$ cat src/cesu_pkg.sv
// Purpose: constants and types shared by the exception and special register unit
// Assumes: register index n sits at byte address 4*n on the register bus
// Notes: indices, the vector base and the machine state and enable reset values are named here once
package cesu_pkg;
  // ----------------------------------------------------------------
  // Register indices
  // ----------------------------------------------------------------
  localparam logic [4:0] IDX_MSTATE = 5'h00;
  localparam logic [4:0] IDX_LINK = 5'h01;
  localparam logic [4:0] IDX_LOOP = 5'h02;
  localparam logic [4:0] IDX_IFLAGS = 5'h03;
  localparam logic [4:0] IDX_TC_RD_LO = 5'h04;
  localparam logic [4:0] IDX_TC_RD_HI = 5'h05;
  localparam logic [4:0] IDX_TC_WR_LO = 5'h06;
  localparam logic [4:0] IDX_TC_WR_HI = 5'h07;
  localparam logic [4:0] IDX_FCAUSE = 5'h08;
  localparam logic [4:0] IDX_FADDR = 5'h09;
  localparam logic [4:0] IDX_CDOWN = 5'h0A;
  localparam logic [4:0] IDX_SPC = 5'h0B;
  localparam logic [4:0] IDX_SSTATE = 5'h0C;
  localparam logic [4:0] IDX_SCR0 = 5'h0D;
  localparam logic [4:0] IDX_SCR3 = 5'h10;
  localparam logic [4:0] IDX_VER = 5'h11;
  localparam logic [4:0] IDX_FPEC = 5'h12;
  localparam logic [4:0] IDX_IRQ_EN_WR = 5'h13;
  localparam logic [4:0] IDX_IRQ_DIS_WR = 5'h14;
  localparam logic [4:0] IDX_UNREC_WR = 5'h15;
  localparam logic [4:0] IDX_EXC_EN = 5'h16;
  localparam logic [4:0] IDX_LAST = 5'h16;
  // ----------------------------------------------------------------
  // Machine state fields and reset values
  // ----------------------------------------------------------------
  localparam int MS_IRQ_EN = 15;
  localparam int MS_USER = 14;
  localparam int MS_RECOV = 1;
  localparam logic [31:0] MSTATE_RST = 32'h0000_0000;
  localparam logic [31:0] EXC_EN_RST = 32'h0000_00FF;
  localparam logic [31:0] VERSION_ID = 32'h0001_0001; // Arbitrary value
  // ----------------------------------------------------------------
  // Exception causes, highest priority first, and vectors
  // ----------------------------------------------------------------
  localparam int EXC_NMI = 0;
  localparam int EXC_EMUL = 1;
  localparam int EXC_PROG = 2;
  localparam int EXC_ALIGN = 3;
  localparam int EXC_DATA = 4;
  localparam int EXC_SYSC = 5;
  localparam int EXC_EXT = 6;
  localparam int EXC_DEC = 7;
  localparam int NEXC = 8;
  localparam logic [31:0] VEC_BASE = 32'h0000_0100;
  // Timer tick divider: one tick every TICK_DIV clocks
  localparam logic [7:0] TICK_DIV = 8'h04;
  typedef enum logic [0:0] {ST_RUN, ST_FLUSH} cesu_state_type;
endpackage : cesu_pkg

$ cat src/cesu_unit.sv
// Purpose: special registers and exception sequencing of a 32-bit core
// Assumes: the pipeline reports the oldest instruction only at retirement
// Notes: register bus is APB with one wait-free access phase
//
// How it works
// - machine state is saved on exception entry and restored on return.
// - every special register except the read-only version register is read and written through the APB port.
// - branch-and-count pulses decrement the loop counter and report zero.
// - integer flags register is a full 32-bit word, implicitly writable.
// - time counter readable by users; writes use separate indices, supervisor only.
// - 32-bit countdown timer ticks on a clock divider and raises an exception.
// - saved pc gets the instruction address, or the next address for a system call; return resumes there.
// - saved state holds machine status; return restores it.
// - version register is read-only; writes are ignored.
// - alignment or data access exceptions load the fault address.
// - alignment or data access exceptions record the fault cause.
// - four scratch registers, supervisor access only.
// - 32-bit floating-point emulation cause register.
// - fetch addresses are always word aligned.
// - effective address is base-or-zero plus immediate or index.
// - an unimplemented optional instruction raises the emulation exception.
// - taking an exception enters supervisor mode and fetches its vector.
// - exceptions other than the non-maskable one are taken only at retirement of the oldest instruction.
// - one exception at a time; only the non-maskable one may interrupt.
// - each exception except the non-maskable one has its own enable bit; disabled ones are never taken.
// - only load/store requests raise a memory request; every request loads the memory address.
// - taking an exception flushes all younger instructions.
//
// The address map and register access over APB were decided locally.
`timescale 1ns/10ps
module cesu_unit (
  // Clock and reset
  input wire logic CLK,
  input wire logic RST_N,
  // APB register port
  input wire logic PSEL,
  input wire logic PENABLE,
  input wire logic PWRITE,
  input wire logic [11:0] PADDR,
  input wire logic [31:0] PWDATA,
  output logic [31:0] PRDATA,
  output logic PREADY,
  output logic PSLVERR,
  // Retirement and exception sources
  input wire logic RETIRE_READY,
  input wire logic [31:0] RETIRE_PC,
  input wire logic [31:0] RETIRE_NEXT_PC,
  input wire logic EXC_UNIMPL,
  input wire logic EXC_PROGRAM,
  input wire logic EXC_ALIGNMENT,
  input wire logic EXC_DATA_ACCESS,
  input wire logic EXC_SYSCALL,
  input wire logic [31:0] FAULT_ADDR,
  input wire logic [31:0] FAULT_CAUSE,
  input wire logic EXT_IRQ,
  input wire logic NMI_REQ,
  input wire logic RFI_REQ,
  // Implicit register updates
  input wire logic BRCNT,
  input wire logic LINK_WE,
  input wire logic [31:0] LINK_DATA,
  input wire logic FLAGS_WE,
  input wire logic [31:0] FLAGS_DATA,
  input wire logic FPEC_WE,
  input wire logic [31:0] FPEC_DATA,
  // Effective address request
  input wire logic EA_REQ,
  input wire logic EA_LDST,
  input wire logic EA_USE_INDEX,
  input wire logic [4:0] EA_BASE_NUM,
  input wire logic [31:0] EA_BASE,
  input wire logic [31:0] EA_INDEX,
  input wire logic [31:0] EA_IMM,
  // Pipeline controls
  output logic FLUSH,
  output logic FETCH_REDIRECT,
  output logic [31:0] FETCH_ADDR,
  output logic [2:0] EXC_CODE,
  output logic USER_MODE,
  output logic LOOP_ZERO,
  output logic [31:0] LINK_ADDR,
  output logic [31:0] INT_FLAGS,
  output logic MEM_REQ,
  output logic [31:0] MEM_ADDR
);
  // ----------------------------------------------------------------
  // Helpers
  // ----------------------------------------------------------------
  function automatic logic is_user_idx(input logic [4:0] i);
    is_user_idx = (i == cesu_pkg::IDX_LINK) || (i == cesu_pkg::IDX_LOOP) ||
                  (i == cesu_pkg::IDX_IFLAGS) || (i == cesu_pkg::IDX_TC_RD_LO) ||
                  (i == cesu_pkg::IDX_TC_RD_HI);
  endfunction : is_user_idx

  function automatic logic [2:0] pick_first(input logic [7:0] v);
    pick_first = 3'h0;
    for (int k = cesu_pkg::NEXC - 1; k >= 0; k--) begin
      if (v[k]) begin
        pick_first = 3'(k);
      end
    end
  endfunction : pick_first

  function automatic logic [31:0] vec_of(input logic [2:0] c);
    vec_of = cesu_pkg::VEC_BASE + {21'h0, c, 8'h00};
  endfunction : vec_of

  // ----------------------------------------------------------------
  // Registers
  // ----------------------------------------------------------------
  logic [31:0] machine_state;
  logic [31:0] return_link_reg;
  logic [31:0] loop_counter;
  logic [31:0] integer_flags_reg;
  logic [63:0] time_counter;
  logic [31:0] fault_cause;
  logic [31:0] fault_address;
  logic [31:0] countdown_timer;
  logic [31:0] saved_pc;
  logic [31:0] saved_state;
  logic [31:0] os_scratch [0:3];
  logic [31:0] fp_emul_cause;
  logic [31:0] exc_enable;
  logic dec_pending;
  logic [7:0] tick_cnt;
  cesu_pkg::cesu_state_type state;

  // ----------------------------------------------------------------
  // APB decode
  // ----------------------------------------------------------------
  wire [4:0] idx = PADDR[6:2];
  wire setup = PSEL & ~PENABLE;
  wire access = PSEL & PENABLE & PREADY;
  wire mapped = (PADDR[11:7] == 5'h00) && (PADDR[1:0] == 2'h0) && (idx <= cesu_pkg::IDX_LAST);
  wire is_super = ~machine_state[cesu_pkg::MS_USER];
  wire acc_ok = mapped & (is_super | is_user_idx(idx));
  wire wr_ok = access & PWRITE & acc_ok;
  wire wr_mstate = wr_ok && (idx == cesu_pkg::IDX_MSTATE);
  wire wr_link = wr_ok && (idx == cesu_pkg::IDX_LINK);
  wire wr_loop = wr_ok && (idx == cesu_pkg::IDX_LOOP);
  wire wr_iflags = wr_ok && (idx == cesu_pkg::IDX_IFLAGS);
  wire wr_tc_lo = wr_ok && (idx == cesu_pkg::IDX_TC_WR_LO);
  wire wr_tc_hi = wr_ok && (idx == cesu_pkg::IDX_TC_WR_HI);
  wire wr_fcause = wr_ok && (idx == cesu_pkg::IDX_FCAUSE);
  wire wr_faddr = wr_ok && (idx == cesu_pkg::IDX_FADDR);
  wire wr_cdown = wr_ok && (idx == cesu_pkg::IDX_CDOWN);
  wire wr_spc = wr_ok && (idx == cesu_pkg::IDX_SPC);
  wire wr_sstate = wr_ok && (idx == cesu_pkg::IDX_SSTATE);
  wire wr_scr = wr_ok && (idx >= cesu_pkg::IDX_SCR0) && (idx <= cesu_pkg::IDX_SCR3);
  wire wr_fpec = wr_ok && (idx == cesu_pkg::IDX_FPEC);
  wire wr_irq_en = wr_ok && (idx == cesu_pkg::IDX_IRQ_EN_WR);
  wire wr_irq_dis = wr_ok && (idx == cesu_pkg::IDX_IRQ_DIS_WR);
  wire wr_unrec = wr_ok && (idx == cesu_pkg::IDX_UNREC_WR);
  wire wr_exc_en = wr_ok && (idx == cesu_pkg::IDX_EXC_EN);
  wire [4:0] scr_off = idx - cesu_pkg::IDX_SCR0;
  wire [1:0] scr_sel = scr_off[1:0];

  logic [31:0] rd_mux;
  always_comb begin
    rd_mux = 32'h0000_0000;
    unique case (idx)
      cesu_pkg::IDX_MSTATE: rd_mux = machine_state;
      cesu_pkg::IDX_LINK: rd_mux = return_link_reg;
      cesu_pkg::IDX_LOOP: rd_mux = loop_counter;
      cesu_pkg::IDX_IFLAGS: rd_mux = integer_flags_reg;
      cesu_pkg::IDX_TC_RD_LO: rd_mux = time_counter[31:0];
      cesu_pkg::IDX_TC_RD_HI: rd_mux = time_counter[63:32];
      cesu_pkg::IDX_FCAUSE: rd_mux = fault_cause;
      cesu_pkg::IDX_FADDR: rd_mux = fault_address;
      cesu_pkg::IDX_CDOWN: rd_mux = countdown_timer;
      cesu_pkg::IDX_SPC: rd_mux = saved_pc;
      cesu_pkg::IDX_SSTATE: rd_mux = saved_state;
      cesu_pkg::IDX_VER: rd_mux = cesu_pkg::VERSION_ID;
      cesu_pkg::IDX_FPEC: rd_mux = fp_emul_cause;
      cesu_pkg::IDX_EXC_EN: rd_mux = exc_enable;
      default: begin
        if (idx >= cesu_pkg::IDX_SCR0 && idx <= cesu_pkg::IDX_SCR3) begin
          rd_mux = os_scratch[scr_sel];
        end
      end
    endcase
  end

  // Zero-wait answer: ready is raised for the first access cycle only
  always_ff @(posedge CLK) begin
    if (!RST_N) begin
      PREADY <= 1'b0;
      PRDATA <= 32'h0000_0000;
      PSLVERR <= 1'b0;
    end else begin
      PREADY <= setup;
      PRDATA <= (setup && acc_ok && !PWRITE) ? rd_mux : 32'h0000_0000;
      PSLVERR <= setup & ~acc_ok;
    end
  end

  // ----------------------------------------------------------------
  // Timer divider
  // ----------------------------------------------------------------
  wire tick = (tick_cnt == cesu_pkg::TICK_DIV - 8'h01);
  wire dec_wrap = tick && (countdown_timer == 32'h0000_0000) && !wr_cdown;

  always_ff @(posedge CLK) begin
    if (!RST_N) begin
      tick_cnt <= 8'h00;
    end else begin
      tick_cnt <= tick ? 8'h00 : tick_cnt + 8'h01;
    end
  end

  // ----------------------------------------------------------------
  // Exception arbitration
  // ----------------------------------------------------------------
  wire irq_on = machine_state[cesu_pkg::MS_IRQ_EN];
  wire [7:0] raw = {dec_pending & irq_on, EXT_IRQ & irq_on, EXC_SYSCALL, EXC_DATA_ACCESS,
                    EXC_ALIGNMENT, EXC_PROGRAM, EXC_UNIMPL, 1'b0};
  // Only the retiring oldest instruction may raise an exception
  wire [7:0] eligible = raw & exc_enable[7:0] & {8{RETIRE_READY}};
  // Non-maskable request bypasses enables and the busy state
  wire take_nmi = NMI_REQ;
  wire take_norm = (state == cesu_pkg::ST_RUN) && (|eligible);
  wire take = take_nmi | take_norm;
  wire [2:0] cause = take_nmi ? 3'(cesu_pkg::EXC_NMI) : pick_first(eligible);
  wire faulting = (cause == 3'(cesu_pkg::EXC_ALIGN)) || (cause == 3'(cesu_pkg::EXC_DATA));
  wire do_rfi = RFI_REQ && RETIRE_READY && !take;

  always_ff @(posedge CLK) begin
    if (!RST_N) begin
      state <= cesu_pkg::ST_RUN;
    end else begin
      state <= take ? cesu_pkg::ST_FLUSH : cesu_pkg::ST_RUN;
    end
  end

  // ----------------------------------------------------------------
  // Machine state
  // ----------------------------------------------------------------
  logic [31:0] next_machine_state;
  always_comb begin
    next_machine_state = machine_state;
    if (take) begin
      next_machine_state[cesu_pkg::MS_USER] = 1'b0;
      next_machine_state[cesu_pkg::MS_IRQ_EN] = 1'b0;
      next_machine_state[cesu_pkg::MS_RECOV] = 1'b0;
    end else if (do_rfi) begin
      next_machine_state = saved_state;
    end else if (wr_mstate) begin
      next_machine_state = PWDATA;
    end else if (wr_irq_en) begin
      next_machine_state[cesu_pkg::MS_IRQ_EN] = 1'b1;
      next_machine_state[cesu_pkg::MS_RECOV] = 1'b1;
    end else if (wr_irq_dis) begin
      next_machine_state[cesu_pkg::MS_IRQ_EN] = 1'b0;
      next_machine_state[cesu_pkg::MS_RECOV] = 1'b1;
    end else if (wr_unrec) begin
      next_machine_state[cesu_pkg::MS_RECOV] = 1'b0;
    end
  end

  always_ff @(posedge CLK) begin
    if (!RST_N) begin
      machine_state <= cesu_pkg::MSTATE_RST;
    end else begin
      machine_state <= next_machine_state;
    end
  end

  // ----------------------------------------------------------------
  // Save and fault registers
  // ----------------------------------------------------------------
  wire [31:0] save_pc = (cause == 3'(cesu_pkg::EXC_SYSC)) ? RETIRE_NEXT_PC : RETIRE_PC;

  always_ff @(posedge CLK) begin
    if (!RST_N) begin
      saved_pc <= 32'h0000_0000;
      saved_state <= 32'h0000_0000;
    end else if (take) begin
      saved_pc <= save_pc;
      saved_state <= machine_state;
    end else begin
      if (wr_spc) saved_pc <= PWDATA;
      if (wr_sstate) saved_state <= PWDATA;
    end
  end

  always_ff @(posedge CLK) begin
    if (!RST_N) begin
      fault_address <= 32'h0000_0000;
      fault_cause <= 32'h0000_0000;
    end else if (take && faulting) begin
      fault_address <= FAULT_ADDR;
      fault_cause <= FAULT_CAUSE;
    end else begin
      if (wr_faddr) fault_address <= PWDATA;
      if (wr_fcause) fault_cause <= PWDATA;
    end
  end

  // ----------------------------------------------------------------
  // Fetch redirect and flush
  // ----------------------------------------------------------------
  always_ff @(posedge CLK) begin
    if (!RST_N) begin
      FLUSH <= 1'b0;
      FETCH_REDIRECT <= 1'b0;
      FETCH_ADDR <= 32'h0000_0000;
      EXC_CODE <= 3'h0;
    end else begin
      FLUSH <= take | do_rfi;
      FETCH_REDIRECT <= take | do_rfi;
      if (take) begin
        FETCH_ADDR <= vec_of(cause);
        EXC_CODE <= cause;
      end else if (do_rfi) begin
        FETCH_ADDR <= {saved_pc[31:2], 2'h0};
      end
    end
  end

  // ----------------------------------------------------------------
  // User registers and floating-point emulation cause
  // ----------------------------------------------------------------
  always_ff @(posedge CLK) begin
    if (!RST_N) begin
      loop_counter <= 32'h0000_0000;
      LOOP_ZERO <= 1'b0;
    end else if (wr_loop) begin
      loop_counter <= PWDATA;
      LOOP_ZERO <= (PWDATA == 32'h0000_0000);
    end else if (BRCNT) begin
      loop_counter <= loop_counter - 32'h0000_0001;
      LOOP_ZERO <= (loop_counter == 32'h0000_0001);
    end
  end

  always_ff @(posedge CLK) begin
    if (!RST_N) begin
      return_link_reg <= 32'h0000_0000;
      integer_flags_reg <= 32'h0000_0000;
      fp_emul_cause <= 32'h0000_0000;
    end else begin
      if (wr_link) return_link_reg <= PWDATA;
      else if (LINK_WE) return_link_reg <= LINK_DATA;
      if (wr_iflags) integer_flags_reg <= PWDATA;
      else if (FLAGS_WE) integer_flags_reg <= FLAGS_DATA;
      if (wr_fpec) fp_emul_cause <= PWDATA;
      else if (FPEC_WE) fp_emul_cause <= FPEC_DATA;
    end
  end

  // ----------------------------------------------------------------
  // Timers
  // ----------------------------------------------------------------
  always_ff @(posedge CLK) begin
    if (!RST_N) begin
      time_counter <= 64'h0000_0000_0000_0000;
    end else if (wr_tc_lo) begin
      time_counter[31:0] <= PWDATA;
    end else if (wr_tc_hi) begin
      time_counter[63:32] <= PWDATA;
    end else if (tick) begin
      time_counter <= time_counter + 64'h0000_0000_0000_0001;
    end
  end

  always_ff @(posedge CLK) begin
    if (!RST_N) begin
      countdown_timer <= 32'h0000_0000;
    end else if (wr_cdown) begin
      countdown_timer <= PWDATA;
    end else if (tick) begin
      countdown_timer <= countdown_timer - 32'h0000_0001;
    end
  end

  // A wrap in the same cycle as the take keeps the request alive
  always_ff @(posedge CLK) begin
    if (!RST_N) begin
      dec_pending <= 1'b0;
    end else if (dec_wrap) begin
      dec_pending <= 1'b1;
    end else if (take && cause == 3'(cesu_pkg::EXC_DEC)) begin
      dec_pending <= 1'b0;
    end
  end

  // ----------------------------------------------------------------
  // Supervisor scratch and enables
  // ----------------------------------------------------------------
  always_ff @(posedge CLK) begin
    if (!RST_N) begin
      for (int k = 0; k < 4; k++) begin
        os_scratch[k] <= 32'h0000_0000;
      end
      exc_enable <= cesu_pkg::EXC_EN_RST;
    end else begin
      if (wr_scr) os_scratch[scr_sel] <= PWDATA;
      if (wr_exc_en) exc_enable <= PWDATA;
    end
  end

  // ----------------------------------------------------------------
  // Effective address
  // ----------------------------------------------------------------
  wire [31:0] ea_base = (EA_BASE_NUM == 5'h00) ? 32'h0000_0000 : EA_BASE;
  wire [31:0] effective_addr = ea_base + (EA_USE_INDEX ? EA_INDEX : EA_IMM);

  always_ff @(posedge CLK) begin
    if (!RST_N) begin
      MEM_REQ <= 1'b0;
      MEM_ADDR <= 32'h0000_0000;
    end else begin
      // Computational requests never reach memory
      MEM_REQ <= EA_REQ & EA_LDST;
      if (EA_REQ) MEM_ADDR <= effective_addr;
    end
  end

  assign USER_MODE = machine_state[cesu_pkg::MS_USER];
  assign LINK_ADDR = return_link_reg;
  assign INT_FLAGS = integer_flags_reg;
endmodule : cesu_unit

$ cat config.mk
export PLATFORM = sky130hd
export DESIGN_NAME = cesu_unit
export DESIGN_NICKNAME = d
export VERILOG_FILES = /design/src/cesu_pkg.sv /design/src/cesu_unit.sv
export SDC_FILE = /design/constraint.sdc
export NUM_CORES = 2
export LEC_CHECK = 0
export ABC_AREA = 1
export BUFFER_PORTS_ARGS = -buffer_cell sky130_fd_sc_hd__buf_2
export CAP_MARGIN = 10
export CORE_AREA = 5 5 258 260
export CTS_BUF_LIST = sky130_fd_sc_hd__clkbuf_2
export CTS_CLUSTER_SIZE = 40
export DETAILED_ROUTE_END_ITERATION = 10
export DIE_AREA = 0 0 263 265
export PLACE_DENSITY = 0.92
export SLEW_MARGIN = 25
export SYNTH_ARGS = -nofsm -noshare
export SYNTH_HDL_FRONTEND = slang
export SYNTH_SLANG_ARGS = --single-unit
$ cat constraint.sdc
create_clock -name CLK -period 5.1 [get_ports CLK]
set_input_delay 0.255 -clock CLK [delete_from_list [all_inputs] [get_ports CLK]]
set_output_delay 0.255 -clock CLK [all_outputs]
set_load 0.02 [all_outputs]
==> metrics.yaml, run 1 <==
yosys:
  yosys-mux-area-fraction_pct: 1.60
  ys_ff_latch: 656
  synth_top_family_by_area: "simple AND/OR/NAND/NOR gates"
  ys_types: 51
  synth_sequential_area_ratio_pct: 38.0
  synth_top_cells_by_area: "sky130_fd_sc_hd__dfxtp_1 28%, sky130_fd_sc_hd__nand2_1 14%, sky130_fd_sc_hd__edfxtp_1 10%"
  synth_compound_gate_area_share_pct: 17.6
  share_of_synthesized_cell_area_in_and_or_nand_and_nor_gates_pct: 29.2
  synth_enable_flop_cells: 128
  synth_xor_xnor_area_share_pct: 2.08
  synth_adder_area_share_pct: 1.50
  synthDominantCellAreaShare_pct: 27.9
  syn-cell-area_um2: 37900
  post_synth_inst_count: 5758
  ys_dominant_reg_cell: "sky130_fd_sc_hd__dfxtp_1"
  synth.yosys.warnings: 0
  postSynth.asyncResetShare_pct: 0
  synth_top_cell_by_area: "sky130_fd_sc_hd__dfxtp_1"
  synth.avg_cell_area_um2: 6.59
clock_network:
  cts_sinks: 656
  number_of_h_tree_branching_levels: 4
  cts_buffers: 173
  clk_path_buf_depth: 3
  clockRootBuffer: "sky130_fd_sc_hd__clkbuf_2"
  post_cts_resized: 0
global_routing:
  global_route_wire_length_before_repair_um: 464000
  grt-ovfl-total: 490
  global_route.usage.total_pct: 87.0
  first_global_vias: 66212
  pin_count_of_the_biggest_net_entering_global_routing: 101
floorplanning:
  ioPinCount: 560
  core.rowCount: 93
  horizontal_die_dimension_um: 263
  floorplan.die.height_um: 265
  initial_core_util_pct: 59.4
place:
  placed_cells: 6887
  io_buffer_count: 557
  dpl.hpwl_um: 128000
  gpl.final_weighted_congestion: 1.10
run_status:
  failing_step: "global routing (5_1_grt)"
  run_status: "aborted with a tool error"
  error: "[ERROR GRT-0116] Global routing finished with congestion. Check the congestion regions in the DRC Viewer."
layer usage:
metal  GRT overflow  track usage (%)
met1             35             85.7
met4            171             84.2
met2            243             96.9
met5              4             60.2
met3             37             81.3
synthesized netlist by cell type (32+ instances only):
cell type,instances
sky130_fd_sc_hd__nand2_1,1366
sky130_fd_sc_hd__nor2_1,791
sky130_fd_sc_hd__inv_1,608
sky130_fd_sc_hd__dfxtp_1,528
sky130_fd_sc_hd__o21ai_0,518
sky130_fd_sc_hd__a21oi_1,417
sky130_fd_sc_hd__nand3_1,388
sky130_fd_sc_hd__clkbuf_1,275
sky130_fd_sc_hd__edfxtp_1,128
sky130_fd_sc_hd__nor3_1,79
sky130_fd_sc_hd__xor2_1,78
sky130_fd_sc_hd__o211ai_1,77
sky130_fd_sc_hd__o22ai_1,75
sky130_fd_sc_hd__buf_2,56
sky130_fd_sc_hd__nand4_1,56
sky130_fd_sc_hd__mux2_2,53
sky130_fd_sc_hd__ha_1,44
sky130_fd_sc_hd__o311ai_0,32
timing repair:
item / in CTS
setup endpoints to repair: 0
hold endpoints to repair: 762
setup buffers: 0
hold buffers: 1158
logic make-up after synthesis:
family,after synthesis
AND/OR/NAND/NOR,2715
other,1
multiplexers,54
adder cells (fa/ha/maj),45
XOR/XNOR,90
flip-flops,656
buffers and inverters,986
AO/OA/AOI/OAI,1211
through the flow:
step,area (um2),worst slack (ns),utilization [%]
after detailed placement,41100,1.14,64.3
after global placement,41000,1.24,64.2
after CTS,54200,0.0983,84.9
after floorplan,37900,0.397,-
==> run 2, diff against run 1 <==
--- a/config.mk
+++ b/config.mk
@@ -8,12 +8,10 @@
 export ABC_AREA = 1
 export BUFFER_PORTS_ARGS = -buffer_cell sky130_fd_sc_hd__buf_2
 export CAP_MARGIN = 10
-export CORE_AREA = 5 5 258 260
-export CTS_BUF_LIST = sky130_fd_sc_hd__clkbuf_2
-export CTS_CLUSTER_SIZE = 40
+export CORE_AREA = 5 5 314 316
 export DETAILED_ROUTE_END_ITERATION = 10
-export DIE_AREA = 0 0 263 265
-export PLACE_DENSITY = 0.92
+export DIE_AREA = 0 0 319 321
+export PLACE_DENSITY_LB_ADDON = 0.15
 export SLEW_MARGIN = 25
 export SYNTH_ARGS = -nofsm -noshare
 export SYNTH_HDL_FRONTEND = slang
==> metrics.yaml, run 2 <==
yosys:
  synth_top_cells_by_area: "sky130_fd_sc_hd__dfxtp_1 28%, sky130_fd_sc_hd__nand2_1 14%, sky130_fd_sc_hd__edfxtp_1 10%"
  synth_enable_flop_cells: 128
  synthDominantCellAreaShare_pct: 27.9
  syn-cell-area_um2: 37900
  postSynth.asyncResetShare_pct: 0
  synth.avg_cell_area_um2: 6.59
  post_synth_inst_count: 5758
  synth_sequential_area_ratio_pct: 38.0
  synth.yosys.warnings: 0
  ys_types: 51
  ys_dominant_reg_cell: "sky130_fd_sc_hd__dfxtp_1"
  synth.cells.most_frequent: "1,366 x sky130_fd_sc_hd__nand2_1, 791 x sky130_fd_sc_hd__nor2_1, 608 x sky130_fd_sc_hd__inv_1"
  ys_ff_latch: 656
  synth_top_cell_by_area: "sky130_fd_sc_hd__dfxtp_1"
  synth.most_common_cell: "sky130_fd_sc_hd__nand2_1"
cells_and_area:
  n_fill_cell: 9781
  mostFrequentLayoutCell: "sky130_fd_sc_hd__nand2_1"
  area_delta_synth_final_pct: 22.8
  finish.net_count: 6768
  final_cells: 7684
  register_with_the_most_flip_flops: "os_scratch"
  finalCoreUtilization_pct: 48.7
  layout.cells.most_common_list: "1,362 x sky130_fd_sc_hd__nand2_1, 782 x sky130_fd_sc_hd__nor2_1, 604 x sky130_fd_sc_hd__inv_1, 555 x sky130_fd_sc_hd__buf_2, 528 x sky130_fd_sc_hd__dfxtp_1"
  post_route_cells_drive_above_1_share_pct: 14.0
  biggestRegsByFlops: "os_scratch: 128 flops, time_counter: 64 flops"
  max_ffs_per_register: 128
  layout.cell_area.non_filler_um2: 46600
worst_setup_path:
  critPathMaxStageDelay_ns: 0.62
  critical_path_class: "register to register"
  crit_top_cell: "sky130_fd_sc_hd__nand2_1"
  cp_num_buf_inv: 3
  timing.critical_path.slowest_stage_cell: "sky130_fd_sc_hd__nand2_1"
  critical_path.top_delay_family: "simple AND/OR/NAND/NOR gates"
  worst_path_fanout_max: 33
  r2r_slack_ns: 0.69
  timing.critical_path.arrival_ns: 4.97
  timing.critical_path.to_type: "register"
  critical_path.cell_chain: "nand2_1 > nor2_1 > o21ai_0 > nand2_1 > nand2_1 > nand2_1 > nand2_1 > a21oi_1 > inv_1 > ha_1 > o21ai_0 > inv_1 > nand2_2 > nand2_1 > o21ai_0 > a21oi_1 > dlygate4sd3_1"
  worstSetupStartpoint: "machine_state[15]$_SDFFE_PP0P_"
  worst-endpoint-required_ns: 5.66
  r2r-start: "machine_state[15]$_SDFFE_PP0P_"
  worst_setup_path_start_kind: "register"
floorplanning:
  horizontal_die_dimension_um: 319
  floorplan.die.height_um: 321
  design.core.area_um2: 95700
  core.rowCount: 114
  design.die.area_um2: 102000
  ioPinCount: 560
  initial_core_util_pct: 39.6
power_and_ir_drop:
  leakage_uw: 0.0207
  worst_ir_drop_on_vdd_mv: 0.234
  total_power_uw: 15000
  power-per-cell-area_nw_per_um2: 321
clock_network:
  cts_buffers: 79
  clk_path_buf_depth: 3
  clk_pin_slew_worst_paths_ns: 0.06
  clock_tree_from_tritoncts: "yes"
  number_of_h_tree_branching_levels: 3
  clockRootBuffer: "sky130_fd_sc_hd__clkbuf_16"
  clock_insertion_delay_worst_skew_ns: 0.68
  cts_sinks: 656
sta:
  grt_setup_unrepaired: "no"
  maxSlewViolCount: 0
  finalSetupTns_ns: 0
  report.final.hold_viol_count: 0
  worstMarginPinSlew_ns: 1.20
  fin_crit_period_ns: 4.41
  fmaxAchievable_mhz: 227
  final.setup_skew_ns: 0.0413
  final_setup_vio_count: 0
  fin_crit_sh_pct: 86.5
  max-slew-margin-rel_pct: 20.1
global_routing:
  grt_antenna_before_repair: 22
  global_route.usage.total_pct: 36.8
  first_global_vias: 39998
  global_route_wire_length_before_repair_um: 281000
  pin_count_of_the_biggest_net_entering_global_routing: 100
  grt-ovfl-total: 0
routing:
  dr.first_iter.drc_count: 5941
  iteration_count_of_the_initial_detailed_routing_pass: 5
  dr_total_vias: 43179
  vias_per_cell: 5.62
  avgRoutedWirePerCell_um: 25.8
  drt_drc_violations_left: 0
  antenna_left: 0
  route.final.wire_length_um: 198000
place:
  placed_cells: 7338
  dpl.hpwl_um: 146000
  placed_cell_area_um2: 41900
  gpl.final_weighted_congestion: 1.03
  io_buffer_count: 557
run_status:
  run_status: "completed"
hold_path:
  hold_path.startpoint: "FLAGS_DATA[24]"
  hold_path.class: "input pin to register"
job:
  max_cap_violations: 0
==> run 2: cell counts after synthesis <==
No cell type changed its count.
==> run 2: cells by family after synthesis <==
group,count (synthesis),synth area share (%)
XOR/XNOR,90,2.08
buffers and inverters,986,10.0
multiplexers,54,1.60
AO/OA/AOI/OAI,1211,17.6
other,1,0.00989
AND/OR/NAND/NOR,2715,29.2
flip-flops,656,38.0
adder cells (fa/ha/maj),45,1.50
==> run 2: power by group <==
group,internal [uW],switching (uW),total (uW)
Sequential,5550,252,5800
Clock,3550,2530,6080
Combinational,1000,2070,3070
Total,10100,4850,15000
==> run 2: worst paths after layout <==
check | to | cells after the start
setup / recovery | fault_address[11]$_SDFFE_PN0P_ | 17
hold / removal | INT_FLAGS[24]$_SDFFE_PN0P_ | 5
setup reg to reg | fault_address[11]$_SDFFE_PN0P_ | 17
hold reg to reg | exc_enable[23]$_SDFFE_PN0P_ | 2
==> run 2: worst min-delay path, cell delays in order <==
cell and delay (ns):
sky130_fd_sc_hd__buf_2 0.09, sky130_fd_sc_hd__nand2_1 0.04, sky130_fd_sc_hd__o21ai_0 0.05, sky130_fd_sc_hd__o21ai_0 0.08
sky130_fd_sc_hd__a21oi_1 0.10
==> run 2: routing by layer <==
metal,global-route usage (%),part of all wire [%],vias up
li1,-,-,20015
met1,48.8,40,20251
met2,56.5,44,2460
met3,8.46,11,443
met4,18.4,5.7,10
met5,0,0.038,-
==> run 2: what timing repair did <==
item,in CTS,in global routing
setup buffers,0,0
hold buffers,189,0
resized for setup,0,0
hold endpoints to repair,172,0
==> run 2: area by class of cell <==
class / instances / area, um2 / share of cell area [%]
inverter: 624 / 2350 / 5.04
multi-input combinational: 4117 / 19800 / 42.6
sequential: 656 / 14400 / 30.9
tap: 1276 / 1600 / 3.43
clock inverter: 36 / 467 / 1.00
clock buffer: 110 / 2280 / 4.89
antenna: 10 / 25.0 / 0.0537
timing repair buffer: 855 / 5630 / 12.1
==> run 2: through the flow <==
stage               hold slack [ns]  setup WS, ns
floorplan                     0.334         0.397
global placement              0.435          1.41
detailed placement            0.438          1.29
CTS                        0.000126         0.748
global route                 0.0291         0.290
finish                       0.0144         0.691
Note: power is estimated with default switching activity, not from simulation.
